File: src/bridge_cfg_pkg.sv
// constants, types and notes for the bridge configuration register block
// Functional notes
// - header layout byte reads 01h always, writes ignored
// - self test unsupported; byte at 0Fh reads 00h always
// - resource window zero at 10h is read-only and reads all zeros
// - resource window one at 14h is read-only and reads all zeros
// - upstream bus number at 18h, read/write, resets to 00h
// - configuration forwarding decided from upstream, downstream and highest bus numbers
// - downstream bus number at 19h, read/write, resets to 00h
// - cycle aimed at downstream bus goes out as type 0
// - highest bus behind at 1Ah, read/write, resets to 00h
// - cycle aimed at deeper bus crosses unchanged as type 1
// - latency timer at 1Bh, read/write, reset 0, counts from 0 at frame start
// - expired timer ends the transaction once grant is withdrawn
// - internal downstream grant withdrawn when another master requests
// - io window low bytes, bits 3 to 0 fixed 0001b
// - io start nibble gives address bits 15:12, low 12 bits zero
// - io start upper 16 bits come from separate upper register
// - io end nibble gives address bits 15:12, low 12 bits all ones
// - io end upper 16 bits come from separate upper register
`default_nettype none

package bridge_cfg_pkg;

    // ------------------------------------------------------------
    // byte offsets in configuration space
    // ------------------------------------------------------------
    localparam logic [7:0] OFF_HEADER_TYPE = 8'h0e;
    localparam logic [7:0] OFF_SELF_TEST = 8'h0f;
    localparam logic [7:0] OFF_RES_WIN0 = 8'h10;
    localparam logic [7:0] OFF_RES_WIN1 = 8'h14;
    localparam logic [7:0] OFF_UP_BUS = 8'h18;
    localparam logic [7:0] OFF_DN_BUS = 8'h19;
    localparam logic [7:0] OFF_HIGH_BUS = 8'h1a;
    localparam logic [7:0] OFF_LAT_TIMER = 8'h1b;
    localparam logic [7:0] OFF_IO_START = 8'h1c;
    localparam logic [7:0] OFF_IO_END = 8'h1d;

    // ------------------------------------------------------------
    // reset and fixed values
    // ------------------------------------------------------------
    localparam logic [7:0] RST_HEADER_TYPE = 8'h01;
    localparam logic [7:0] RST_SELF_TEST = 8'h00;
    localparam logic [31:0] RST_RES_WIN = 32'h0000_0000;
    localparam logic [7:0] RST_BUS_NUM = 8'h00;
    localparam logic [7:0] RST_LAT_TIMER = 8'h00;
    localparam logic [3:0] RST_IO_NIBBLE = 4'h0;

    // ------------------------------------------------------------
    // io window field layout
    // ------------------------------------------------------------
    localparam logic [3:0] IO_ADDR_CAP = 4'h1;
    localparam int IO_NIB_LSB = 4;
    localparam logic [11:0] IO_LOW_START = 12'h000;
    localparam logic [11:0] IO_LOW_END = 12'hfff;

    // ------------------------------------------------------------
    // carriers
    // ------------------------------------------------------------
    typedef struct packed {
        logic wr;
        logic rd;
        logic [7:0] addr;
        logic [3:0] be;
        logic [31:0] wdata;
    } cfg_req_t;

    typedef struct packed {
        logic valid;
        logic [7:0] bus;
    } cfg_fwd_req_t;

    typedef enum logic [1:0] {
        FWD_NONE,
        FWD_TYPE0,
        FWD_TYPE1
    } fwd_kind_t;

endpackage

`default_nettype wire

File: src/bridge_cfg_bus_io_regs.sv
// configuration registers 0Eh..1Dh with bus and io window decode
`default_nettype none

module bridge_cfg_bus_io_regs
    import bridge_cfg_pkg::*;
#(
    parameter int LAT_W = 8
) (
    // clock and reset
    input wire logic i_clk_sys,
    input wire logic i_rst,
    // configuration access from the upstream bus
    input wire cfg_req_t i_cfg,
    output logic [31:0] o_cfg_rdata,
    output logic o_cfg_rvalid,
    // upper io window halves from their own registers
    input wire logic [15:0] i_io_start_upper,
    input wire logic [15:0] i_io_end_upper,
    // type 1 configuration cycle seen on the upstream bus
    input wire cfg_fwd_req_t i_fwd,
    output logic o_fwd_done,
    output fwd_kind_t o_fwd_kind,
    // io transaction seen on the upstream bus
    input wire logic i_io_valid,
    input wire logic [31:0] i_io_addr,
    output logic o_io_done,
    output logic o_io_fwd,
    // downstream initiator control
    input wire logic i_sec_frame_start,
    input wire logic i_sec_txn_end,
    input wire logic i_other_master_req,
    output logic o_sec_gnt,
    output logic o_lat_expired,
    output logic o_sec_terminate
);

    if (LAT_W != 8) begin : g_chk
        $error("bridge_cfg_bus_io_regs: latency timer must be 8 bits");
    end

    // ------------------------------------------------------------
    // byte lane helpers
    // ------------------------------------------------------------
    function automatic logic lane_hit(input cfg_req_t r, input logic [7:0] off);
        lane_hit = r.wr && (r.addr[7:2] == off[7:2]) && r.be[off[1:0]];
    endfunction

    function automatic logic [7:0] lane_data(input cfg_req_t r, input logic [7:0] off);
        lane_data = r.wdata[8*off[1:0] +: 8];
    endfunction

    function automatic logic [31:0] place(input logic [7:0] b, input logic [7:0] off);
        place = {24'h00_0000, b} << (8 * off[1:0]);
    endfunction

    // ------------------------------------------------------------
    // writable state
    // ------------------------------------------------------------
    logic [7:0] up_bus_q, up_bus_d;
    logic [7:0] dn_bus_q, dn_bus_d;
    logic [7:0] high_bus_q, high_bus_d;
    logic [7:0] lat_q, lat_d;
    logic [3:0] io_start_nib_q, io_start_nib_d;
    logic [3:0] io_end_nib_q, io_end_nib_d;

    wire logic wr_up = lane_hit(i_cfg, OFF_UP_BUS);
    wire logic wr_dn = lane_hit(i_cfg, OFF_DN_BUS);
    wire logic wr_high = lane_hit(i_cfg, OFF_HIGH_BUS);
    wire logic wr_lat = lane_hit(i_cfg, OFF_LAT_TIMER);
    wire logic wr_io_start = lane_hit(i_cfg, OFF_IO_START);
    wire logic wr_io_end = lane_hit(i_cfg, OFF_IO_END);

    wire logic [7:0] io_start_wbyte = lane_data(i_cfg, OFF_IO_START);
    wire logic [7:0] io_end_wbyte = lane_data(i_cfg, OFF_IO_END);

    assign up_bus_d = wr_up ? lane_data(i_cfg, OFF_UP_BUS) : up_bus_q;
    assign dn_bus_d = wr_dn ? lane_data(i_cfg, OFF_DN_BUS) : dn_bus_q;
    assign high_bus_d = wr_high ? lane_data(i_cfg, OFF_HIGH_BUS) : high_bus_q;
    assign lat_d = wr_lat ? lane_data(i_cfg, OFF_LAT_TIMER) : lat_q;
    // only the upper nibble is stored; the low nibble is a constant
    assign io_start_nib_d = wr_io_start ? io_start_wbyte[7:IO_NIB_LSB] : io_start_nib_q;
    assign io_end_nib_d = wr_io_end ? io_end_wbyte[7:IO_NIB_LSB] : io_end_nib_q;

    always_ff @(posedge i_clk_sys) begin
        if (i_rst) begin
            up_bus_q <= RST_BUS_NUM;
            dn_bus_q <= RST_BUS_NUM;
            high_bus_q <= RST_BUS_NUM;
            lat_q <= RST_LAT_TIMER;
            io_start_nib_q <= RST_IO_NIBBLE;
            io_end_nib_q <= RST_IO_NIBBLE;
        end else begin
            up_bus_q <= up_bus_d;
            dn_bus_q <= dn_bus_d;
            high_bus_q <= high_bus_d;
            lat_q <= lat_d;
            io_start_nib_q <= io_start_nib_d;
            io_end_nib_q <= io_end_nib_d;
        end
    end

    // ------------------------------------------------------------
    // read path
    // ------------------------------------------------------------
    wire logic [7:0] io_start_byte = {io_start_nib_q, IO_ADDR_CAP};
    wire logic [7:0] io_end_byte = {io_end_nib_q, IO_ADDR_CAP};

    // bytes 1Eh and 1Fh belong to another block and read zero here
    wire logic [31:0] dw_hdr = place(RST_HEADER_TYPE, OFF_HEADER_TYPE)
        | place(RST_SELF_TEST, OFF_SELF_TEST);
    wire logic [31:0] dw_win0 = RST_RES_WIN;
    wire logic [31:0] dw_win1 = RST_RES_WIN;
    wire logic [31:0] dw_bus = place(up_bus_q, OFF_UP_BUS)
        | place(dn_bus_q, OFF_DN_BUS)
        | place(high_bus_q, OFF_HIGH_BUS)
        | place(lat_q, OFF_LAT_TIMER);
    wire logic [31:0] dw_io = place(io_start_byte, OFF_IO_START)
        | place(io_end_byte, OFF_IO_END);

    wire logic [5:0] rd_dw = i_cfg.addr[7:2];
    wire logic [31:0] rd_mux =
        (rd_dw == OFF_HEADER_TYPE[7:2]) ? dw_hdr :
        (rd_dw == OFF_RES_WIN0[7:2]) ? dw_win0 :
        (rd_dw == OFF_RES_WIN1[7:2]) ? dw_win1 :
        (rd_dw == OFF_UP_BUS[7:2]) ? dw_bus :
        (rd_dw == OFF_IO_START[7:2]) ? dw_io : 32'h0000_0000;

    logic [31:0] rdata_q;
    logic rvalid_q;

    always_ff @(posedge i_clk_sys) begin
        if (i_rst) begin
            rdata_q <= 32'h0000_0000;
            rvalid_q <= 1'b0;
        end else begin
            rvalid_q <= i_cfg.rd;
            if (i_cfg.rd) begin
                rdata_q <= rd_mux;
            end
        end
    end

    assign o_cfg_rdata = rdata_q;
    assign o_cfg_rvalid = rvalid_q;

    // ------------------------------------------------------------
    // configuration forwarding decode
    // ------------------------------------------------------------
    // a bus number equal to the upstream one is never ours to claim
    wire logic fwd_in_range = (i_fwd.bus >= dn_bus_q) && (i_fwd.bus <= high_bus_q)
        && (i_fwd.bus != up_bus_q);
    wire logic fwd_to_dn = fwd_in_range && (i_fwd.bus == dn_bus_q);
    wire fwd_kind_t fwd_kind_d = !fwd_in_range ? FWD_NONE :
        fwd_to_dn ? FWD_TYPE0 : FWD_TYPE1;

    fwd_kind_t fwd_kind_q;
    logic fwd_done_q;

    always_ff @(posedge i_clk_sys) begin
        if (i_rst) begin
            fwd_kind_q <= FWD_NONE;
            fwd_done_q <= 1'b0;
        end else begin
            fwd_done_q <= i_fwd.valid;
            if (i_fwd.valid) begin
                fwd_kind_q <= fwd_kind_d;
            end
        end
    end

    assign o_fwd_done = fwd_done_q;
    assign o_fwd_kind = fwd_kind_q;

    // ------------------------------------------------------------
    // io window decode
    // ------------------------------------------------------------
    wire logic [31:0] io_start_addr = {i_io_start_upper, io_start_nib_q, IO_LOW_START};
    wire logic [31:0] io_end_addr = {i_io_end_upper, io_end_nib_q, IO_LOW_END};
    wire logic io_hit = (i_io_addr >= io_start_addr) && (i_io_addr <= io_end_addr);

    logic io_fwd_q;
    logic io_done_q;

    always_ff @(posedge i_clk_sys) begin
        if (i_rst) begin
            io_fwd_q <= 1'b0;
            io_done_q <= 1'b0;
        end else begin
            io_done_q <= i_io_valid;
            if (i_io_valid) begin
                io_fwd_q <= io_hit;
            end
        end
    end

    assign o_io_done = io_done_q;
    assign o_io_fwd = io_fwd_q;

    // ------------------------------------------------------------
    // downstream grant and latency termination
    // ------------------------------------------------------------
    logic lat_active;
    logic lat_expired;
    logic term_q;

    sec_latency_timer #(
        .CNT_W(LAT_W)
    ) u_lat (
        .i_clk_sys(i_clk_sys),
        .i_rst(i_rst),
        .i_frame_start(i_sec_frame_start),
        .i_txn_end(i_sec_txn_end),
        .i_limit(lat_q),
        .o_active(lat_active),
        .o_expired(lat_expired)
    );

    assign o_sec_gnt = !i_other_master_req;
    wire logic term_d = lat_expired && lat_active && !o_sec_gnt && !i_sec_txn_end;

    always_ff @(posedge i_clk_sys) begin
        if (i_rst) begin
            term_q <= 1'b0;
        end else begin
            term_q <= term_d;
        end
    end

    assign o_lat_expired = lat_expired;
    assign o_sec_terminate = term_q;

    // ------------------------------------------------------------
    // checks
    // ------------------------------------------------------------
    AST_HDR_READ: assert property (@(posedge i_clk_sys) disable iff (i_rst)
        i_cfg.rd && i_cfg.addr[7:2] == OFF_HEADER_TYPE[7:2]
        |=> o_cfg_rvalid && o_cfg_rdata[23:16] == 8'h01 && o_cfg_rdata[31:24] == 8'h00)
        else $error("header or self test byte wrong");

    AST_WIN_ZERO: assert property (@(posedge i_clk_sys) disable iff (i_rst)
        i_cfg.rd && (i_cfg.addr[7:2] == OFF_RES_WIN0[7:2]
            || i_cfg.addr[7:2] == OFF_RES_WIN1[7:2])
        |=> o_cfg_rdata == 32'h0000_0000)
        else $error("resource window not zero");

    AST_BUS_WRITE: assert property (@(posedge i_clk_sys) disable iff (i_rst)
        wr_up |=> up_bus_q == $past(i_cfg.wdata[7:0]))
        else $error("upstream bus number not stored");

    AST_DN_WRITE: assert property (@(posedge i_clk_sys) disable iff (i_rst)
        wr_dn |=> dn_bus_q == $past(i_cfg.wdata[15:8]))
        else $error("downstream bus number not stored");

    AST_IO_START_WRITE: assert property (@(posedge i_clk_sys) disable iff (i_rst)
        wr_io_start |=> io_start_byte == {$past(i_cfg.wdata[7:4]), 4'h1})
        else $error("io start nibble not stored");

    AST_IO_CAP_BITS: assert property (@(posedge i_clk_sys) disable iff (i_rst)
        o_cfg_rvalid && $past(i_cfg.addr[7:2]) == OFF_IO_START[7:2]
        |-> o_cfg_rdata[3:0] == 4'h1 && o_cfg_rdata[11:8] == 4'h1)
        else $error("io capability bits wrong");

    AST_FWD_TYPE0: assert property (@(posedge i_clk_sys) disable iff (i_rst)
        i_fwd.valid && i_fwd.bus == dn_bus_q && i_fwd.bus <= high_bus_q
            && i_fwd.bus != up_bus_q
        |=> o_fwd_done && o_fwd_kind == FWD_TYPE0)
        else $error("downstream bus cycle not type 0");

    AST_FWD_TYPE1: assert property (@(posedge i_clk_sys) disable iff (i_rst)
        i_fwd.valid && i_fwd.bus > dn_bus_q && i_fwd.bus <= high_bus_q
            && i_fwd.bus != up_bus_q
        |=> o_fwd_kind == FWD_TYPE1)
        else $error("deeper bus cycle not type 1");

    AST_FWD_NONE: assert property (@(posedge i_clk_sys) disable iff (i_rst)
        i_fwd.valid && (i_fwd.bus < dn_bus_q || i_fwd.bus > high_bus_q)
        |=> o_fwd_kind == FWD_NONE)
        else $error("out of range cycle claimed");

    AST_IO_WINDOW: assert property (@(posedge i_clk_sys) disable iff (i_rst)
        i_io_valid && i_io_addr[31:16] == i_io_start_upper
            && i_io_start_upper == i_io_end_upper
            && i_io_addr[15:12] >= io_start_nib_q && i_io_addr[15:12] <= io_end_nib_q
        |=> o_io_done && o_io_fwd)
        else $error("io address inside window not forwarded");

    AST_GNT_WITHDRAW: assert property (@(posedge i_clk_sys) disable iff (i_rst)
        i_other_master_req |-> !o_sec_gnt)
        else $error("grant kept while another master requests");

    AST_TERMINATE: assert property (@(posedge i_clk_sys) disable iff (i_rst)
        lat_expired && lat_active && i_other_master_req && !i_sec_txn_end
        |=> o_sec_terminate)
        else $error("expired timer did not terminate");

    AST_NO_EARLY_TERM: assert property (@(posedge i_clk_sys) disable iff (i_rst)
        !lat_expired |=> !o_sec_terminate)
        else $error("terminated before timer expiry");

    AST_IO_OUTSIDE: assert property (@(posedge i_clk_sys) disable iff (i_rst)
        i_io_valid && i_io_addr[31:16] == i_io_start_upper
            && i_io_start_upper == i_io_end_upper
            && (i_io_addr[15:12] < io_start_nib_q || i_io_addr[15:12] > io_end_nib_q)
        |=> o_io_done && !o_io_fwd)
        else $error("io address outside window forwarded");

endmodule

`default_nettype wire

File: src/sec_latency_timer.sv
// downstream latency timer counting clocks from frame start
`default_nettype none

module sec_latency_timer
    import bridge_cfg_pkg::*;
#(
    parameter int CNT_W = 8
) (
    // clock and reset
    input wire logic i_clk_sys,
    input wire logic i_rst,
    // control
    input wire logic i_frame_start,
    input wire logic i_txn_end,
    input wire logic [CNT_W-1:0] i_limit,
    // status
    output logic o_active,
    output logic o_expired
);

    if (CNT_W < 1 || CNT_W > 16) begin : g_chk
        $error("sec_latency_timer: CNT_W out of range");
    end

    logic [CNT_W-1:0] count_q, count_d;
    logic active_q, active_d;
    logic expired_q, expired_d;
    wire logic at_max = &count_q;

    // ------------------------------------------------------------
    // counter, restarts at zero on every frame start
    // ------------------------------------------------------------
    always_comb begin
        count_d = count_q;
        active_d = active_q;
        if (i_frame_start) begin
            count_d = '0;
            active_d = 1'b1;
        end else if (i_txn_end) begin
            active_d = 1'b0;
        end else if (active_q && !at_max) begin
            count_d = count_q + 1'b1;
        end
        expired_d = active_d && (count_d >= i_limit);
    end

    always_ff @(posedge i_clk_sys) begin
        if (i_rst) begin
            count_q <= '0;
            active_q <= 1'b0;
            expired_q <= 1'b0;
        end else begin
            count_q <= count_d;
            active_q <= active_d;
            expired_q <= expired_d;
        end
    end

    assign o_active = active_q;
    assign o_expired = expired_q;

    AST_TIMER_RESTART: assert property (@(posedge i_clk_sys) disable iff (i_rst)
        i_frame_start |=> (count_q == '0) && active_q)
        else $error("timer did not restart at zero");

endmodule

`default_nettype wire

File: config.mk
export PLATFORM = sky130hd
export DESIGN_NAME = bridge_cfg_bus_io_regs
export DESIGN_NICKNAME = d
export VERILOG_FILES = /design/src/bridge_cfg_pkg.sv /design/src/bridge_cfg_bus_io_regs.sv /design/src/sec_latency_timer.sv
export SDC_FILE = /design/constraint.sdc
export NUM_CORES = 1
export LEC_CHECK = 0
export BUFFER_PORTS_ARGS = -buffer_cell sky130_fd_sc_hd__buf_2
export CAP_MARGIN = 20
export CORE_MARGIN = 2
export CORE_UTILIZATION = 47
export DETAILED_ROUTE_END_ITERATION = 7
export PLACE_DENSITY = 0.75
export SYNTH_ARGS = -nofsm -noshare
export SYNTH_HDL_FRONTEND = slang
export SYNTH_HIERARCHICAL = 1
export SYNTH_SLANG_ARGS = --single-unit
File: constraint.sdc
create_clock -name i_clk_sys -period 2.5 [get_ports i_clk_sys]
set_input_delay 0.25 -clock i_clk_sys [delete_from_list [all_inputs] [get_ports i_clk_sys]]
set_output_delay 0.25 -clock i_clk_sys [all_outputs]
set_load 0.02 [all_outputs]
After elaboration in Yosys (flattened, before gate mapping)
Cells that the tools add are included.
- bits of input ports: 125
- register bits: 89
- word-level logic and storage cells: 66
- output and inout port bits: 41
- muxes and demuxes: 12
- eq/ne operators: 7
- reduce and logical (&&, ||, !) cells: 21
- bitwise logic cells: 4
- $lt $le $gt $ge: 5
- add/sub/neg operators: 1
- operators with widths (operator ; number):
    $mux W32 ; 4
    $ge A32 B32 Y1 ; 1
    $le A32 B32 Y1 ; 1
    $or A24 B32 Y32 ; 1
    $or A8 B16 Y16 ; 2
    $eq A6 B3 Y1 const B ; 4
    $mux W8 ; 3
    $or A16 B24 Y24 ; 1
    $logic_and A1 B1 Y1 ; 17
    $ge A8 B8 Y1 ; 2
    $mux W16 ; 1
    $add A8 B1 Y8 const B ; 1
    $eq A8 B8 Y1 ; 1
    $le A8 B8 Y1 ; 1
    $ne A8 B8 Y1 ; 1
    $reduce_and A8 Y1 ; 1
    $eq A6 B2 Y1 const B ; 1
    $mux W2 ; 2
    $logic_not A1 Y1 ; 3
    $mux W1 ; 2

Logic depth before layout (Yosys ltp)
- word-level depth: 8
- mapped depth: 10
- depth with buffers taken out: 10

Cells and area by module
Netlist, hierarchy kept.
- modules (own cells, without submodules) (module ; area an instance (um^2) ; times used ; cells an instance ; seq. area each (um^2)):
    bridge_cfg_bus_io_regs ; 4505.6 ; 1 ; 566 ; 1581.5
    sec_latency_timer ; 694.4 ; 1 ; 81 ; 200.2

Worst setup path after synthesis
OpenSTA, ideal clock, no wires.
- path kind: reg-to-reg
- start: register u_lat.count_q[0]
- end: register u_lat.expired_q, in the netlist u_lat/o_expired
- buffers on the path: 0
- setup time: 116 ps
- arrival: 2250 ps
- stages on the path, launching flop included: 11
- period minus slack after synthesis: 2366 ps
- path slack: 134 ps
- data required time: 2384 ps
- cell sequence: dfxtp_1 ha_1 nand3_1 o21ai_2 xor2_1 or2_2 ha_1 nand2b_1 a2111oi_2 o211ai_1 and3_1
- longest elaborated chain between the ends: 8
- elaborated cells on any way between the ends: 9
- classes of those cells: 1 x add/sub; 1 x order compare; 3 x mux; 4 x reduce/logical
- ends and longest elaborated chain (what ; RTL line ; RTL):
    start: declaration ; sec_latency_timer.sv:25 ; logic [CNT_W-1:0] count_q, count_d;
    start signal: assignment ; sec_latency_timer.sv:53 ; count_q <= count_d;
    parallel branches: the longest is 4 deep, another holds $add A8 B1 Y8 ; - ;
    $mux W8 * ; sec_latency_timer.sv:39 ; end else if (i_txn_end) begin
    $mux W8 * ; sec_latency_timer.sv:36 ; if (i_frame_start) begin
    $ge A8 B8 Y1 * ; sec_latency_timer.sv:44 ; expired_d = active_d && (count_d >= i_limit);
    $logic_and A1 B1 Y1 * ; sec_latency_timer.sv:44 ;
    end signal: assignment ; sec_latency_timer.sv:55 ; expired_q <= expired_d;
    end: declaration ; sec_latency_timer.sv:27 ; logic expired_q, expired_d;
Every way passes the cells marked *.
A chain may end at the register's enable or synchronous reset.

Worst setup path in the final report
- start: register u_lat.count_q[1]
- end: register u_lat.expired_q, in the netlist u_lat/o_expired
The elaborated chain is that of the path after synthesis.

==> results.yml <==
detailed_routing:
  post_drt_wl_per_cell_um: 14.3
  ant_nets: 0
  wl_um: 13500
  detail_route.first_pass.iterations: 5
  first_iter_violations: 197
  drc_errors: 0
  num_vias: 4946
  via_per_inst: 5.22
cells_and_area:
  drive_gt1_share_pct: 25.1
  fin_cells: 947
  final_cell_mix: "163 x buf_2, 87 x dfxtp_1, 81 x a21oi_1, 68 x inv_1, 64 x ha_1"
  nNetsFinal: 991
  area_delta_synth_final_pct: 21.8
  final_common_cell: "buf_2"
  postLayoutCellArea_um2: 6340
grt:
  antenna_found_initial: 1
  grt_pass1_wl_um: 21700
  grt_start_max_net_pins: 53
  overflow: 0
  first_global_vias: 4916
  grt_use_total_pct: 22.9
power_and_ir_drop:
  pwr-share-clk_pct: 32.8
  seqPwrFrac_pct: 53.0
  vdd_ir_drop_max_mv: 0.328
  power_density_nw_per_um2: 426
  p_sw_share_pct: 27.2
  p_leak_nw: 2.85
  p_int_w: 0.00196
  power_frac_comb_pct: 14.2
  power.switching_w: 0.000734
timing:
  timing.final.ws_setup_ns: 0.137
  relSlewSlack_pct: 60.3
  tns_ns: 0
  finalCritPeriodShare_pct: 94.5
  setup-violations-final: 0
  finClkSkew_ns: 0.00481
  slew_violations: 0
  max_freq_mhz: 423
  worstMarginPinSlew_ns: 0.596
  hold_viol: 0
  rsz0062_at_grt: "false"
  fin_crit_ns: 2.36
worst_setup_path:
  cp_cell_sequence: "ha_2 -> nand3_2 -> o21ai_2 -> xor2_1 -> or2_2 -> ha_1 -> nand2b_1 -> a2111oi_2 -> o211ai_1 -> and3_1"
  startpoint_type: "register"
  cp_slowest_cell: "dfxtp_2"
  critPathCaptureType: "register"
  arrival_ns: 2.62
  worstPathMaxFanout: 3
  crit_required_ns: 2.76
  crit_type: "register to register"
  crit_buf_inv: 0
  max_stage_delay_ns: 0.35
  cp_top_family: "simple AND/OR/NAND/NOR gates"
clock_tree:
  numCtsBuffers: 9
  clock_latency_ns: 0.36
  cts_buffer_depth: 2
  cts-htree-levels: 3
  clk_pin_slew_worst_paths_ns: 0.09
  cts_tree: "built"
  cts-root-buf: "clkbuf_8"
  cts_num_sinks: 89
floorplanning:
  initial_utilization_pct: 48.0
  row_count: 38
  die_h_um: 109
  die_w_um: 109
  io_pins: 166
  coreArea_um2: 10800
  die-area_um2: 11900
synthesis:
  synth_top_area_cell: "dfxtp_1"
  syn_area_um2: 5200
  yosys.cell_types.count: 48
  ys_ff_latch: 89
  synth_area_leaders: "dfxtp_1 34%, ha_1 16%, a21oi_1 7.8%"
  syn_inst: 647
  synth-edff-count: 0
  ys.flop_type: "dfxtp_1"
  async_flop_share_pct: 0
  yosysSeqAreaShare_pct: 34.3
  synth_nets: 837
  yosys_warnings: 6
  synth_top_area_share_pct: 34.3
  postSynthAreaPerCell_um2: 8.04
placed_design:
  placed_cells: 928
  place_ws_ns: 0.0286
  gp_congestion: 0.896
  portBuffers: 163
  place_area_um2: 6140
  dp_hpwl_um: 10700
outcome:
  status: "completed"
job:
  maxCapViolations: 0
worst_hold_path:
  hold_class: "input port to register"
-- routing by layer --
layer / routed length [µm] / track usage [%] / vias up
met5: 0 / 0 / -
met3: 1150 / 6.46 / 17
met2: 6430 / 39.8 / 161
met4: 193 / 7.87 / 0
met1: 5750 / 26.9 / 2247
li1: - / - / 2521
-- synth_stat cells, types with 3 or more instances --
library cell  number
a21oi_1           81
nand4_1           13
nor3_1             4
ha_1              65
and4_1             5
clkbuf_1          18
mux2i_1           10
a21o_1             7
dfxtp_1           89
nor2_1            54
inv_1             68
nor4_1             5
o21ai_0           14
xor2_1             6
a211oi_1           3
buf_2              4
nand2_1           52
nor2b_1           26
and3_1             5
nand3_1           52
xnor2_1            8
nand2b_1          16
o211ai_1           6
buf_4              4
mux2_2             4
-- registers in the layout (all words and copies together), names as in the netlist, 2 cells and up --
signal	flops
u_lat/count_q	8
io_end_nib_q	4
dn_bus_q	8
o_fwd_kind	2
lat_q	8
up_bus_q	8
o_cfg_rdata	32
io_start_nib_q	4
high_bus_q	8
-- final timing paths --
| check | start | to | slack (ns) | depth (start not counted) |
|---|---|---|---|---|
| max reg2reg | u_lat/count_q[1] | u_lat/o_expired | 0.14 | 10 |
| min reg2reg | dn_bus_q[7] | dn_bus_q[7] | 0.46 | 2 |
| min | i_sec_txn_end | o_sec_terminate | 0.08 | 2 |
| max | u_lat/count_q[1] | u_lat/o_expired | 0.14 | 10 |
-- metrics by stage --
stage | hold WS (ns) | util, % | total power [W]
after floorplan | 0.327 | - | 0.00167
after global placement | 0.443 | 56.6 | 0.00182
after detailed placement | 0.446 | 56.6 | 0.00184
after CTS | 0.0470 | 58.2 | 0.00273
after global routing | 0.0523 | 58.4 | 0.00282
final | 0.0758 | 58.4 | 0.00270
-- kinds of logic (layout without fill, tap and decap cells) --
group	Yosys count	in the layout	share of synthesized area, %
AND/OR/NAND/NOR	242	242	23.4
XOR/XNOR	14	14	2.36
multiplexers	14	14	2.79
adder cells (fa/ha/maj)	65	65	15.6
AO/OA/AOI/OAI	126	126	14.1
flip-flops	89	89	34.3
other	0	1	0
buffers and inverters	97	256	7.43
-- power groups by stage --
stage / Combinational (W) / Sequential [W] / Clock (W)
after global placement: 0.000361 / 0.00146 / 0
after CTS: 0.000381 / 0.00143 / 0.000915
after floorplan: 0.000197 / 0.00147 / 0
after detailed placement: 0.000378 / 0.00146 / 0
final: 0.000382 / 0.00143 / 0.000885
after global routing: 0.000431 / 0.00143 / 0.000962
-- cell type report --
class	count	area, µm²
inverter	68	255
clock buffer	10	128
tap	140	175
fill	1005	4500
multi-input combinational	461	3040
antenna	1	2.50
sequential	89	1780
timing repair buffer	172	908
clock inverter	6	43.8
-- what timing repair did --
action | in CTS | in global routing
resized for setup | 0 | 4
hold buffers | 0 | 0
setup endpoints to repair | 1 | 1
pin swaps | 1 | 4
setup buffers | 0 | 2
Note: power is estimated with default switching activity, not from simulation.
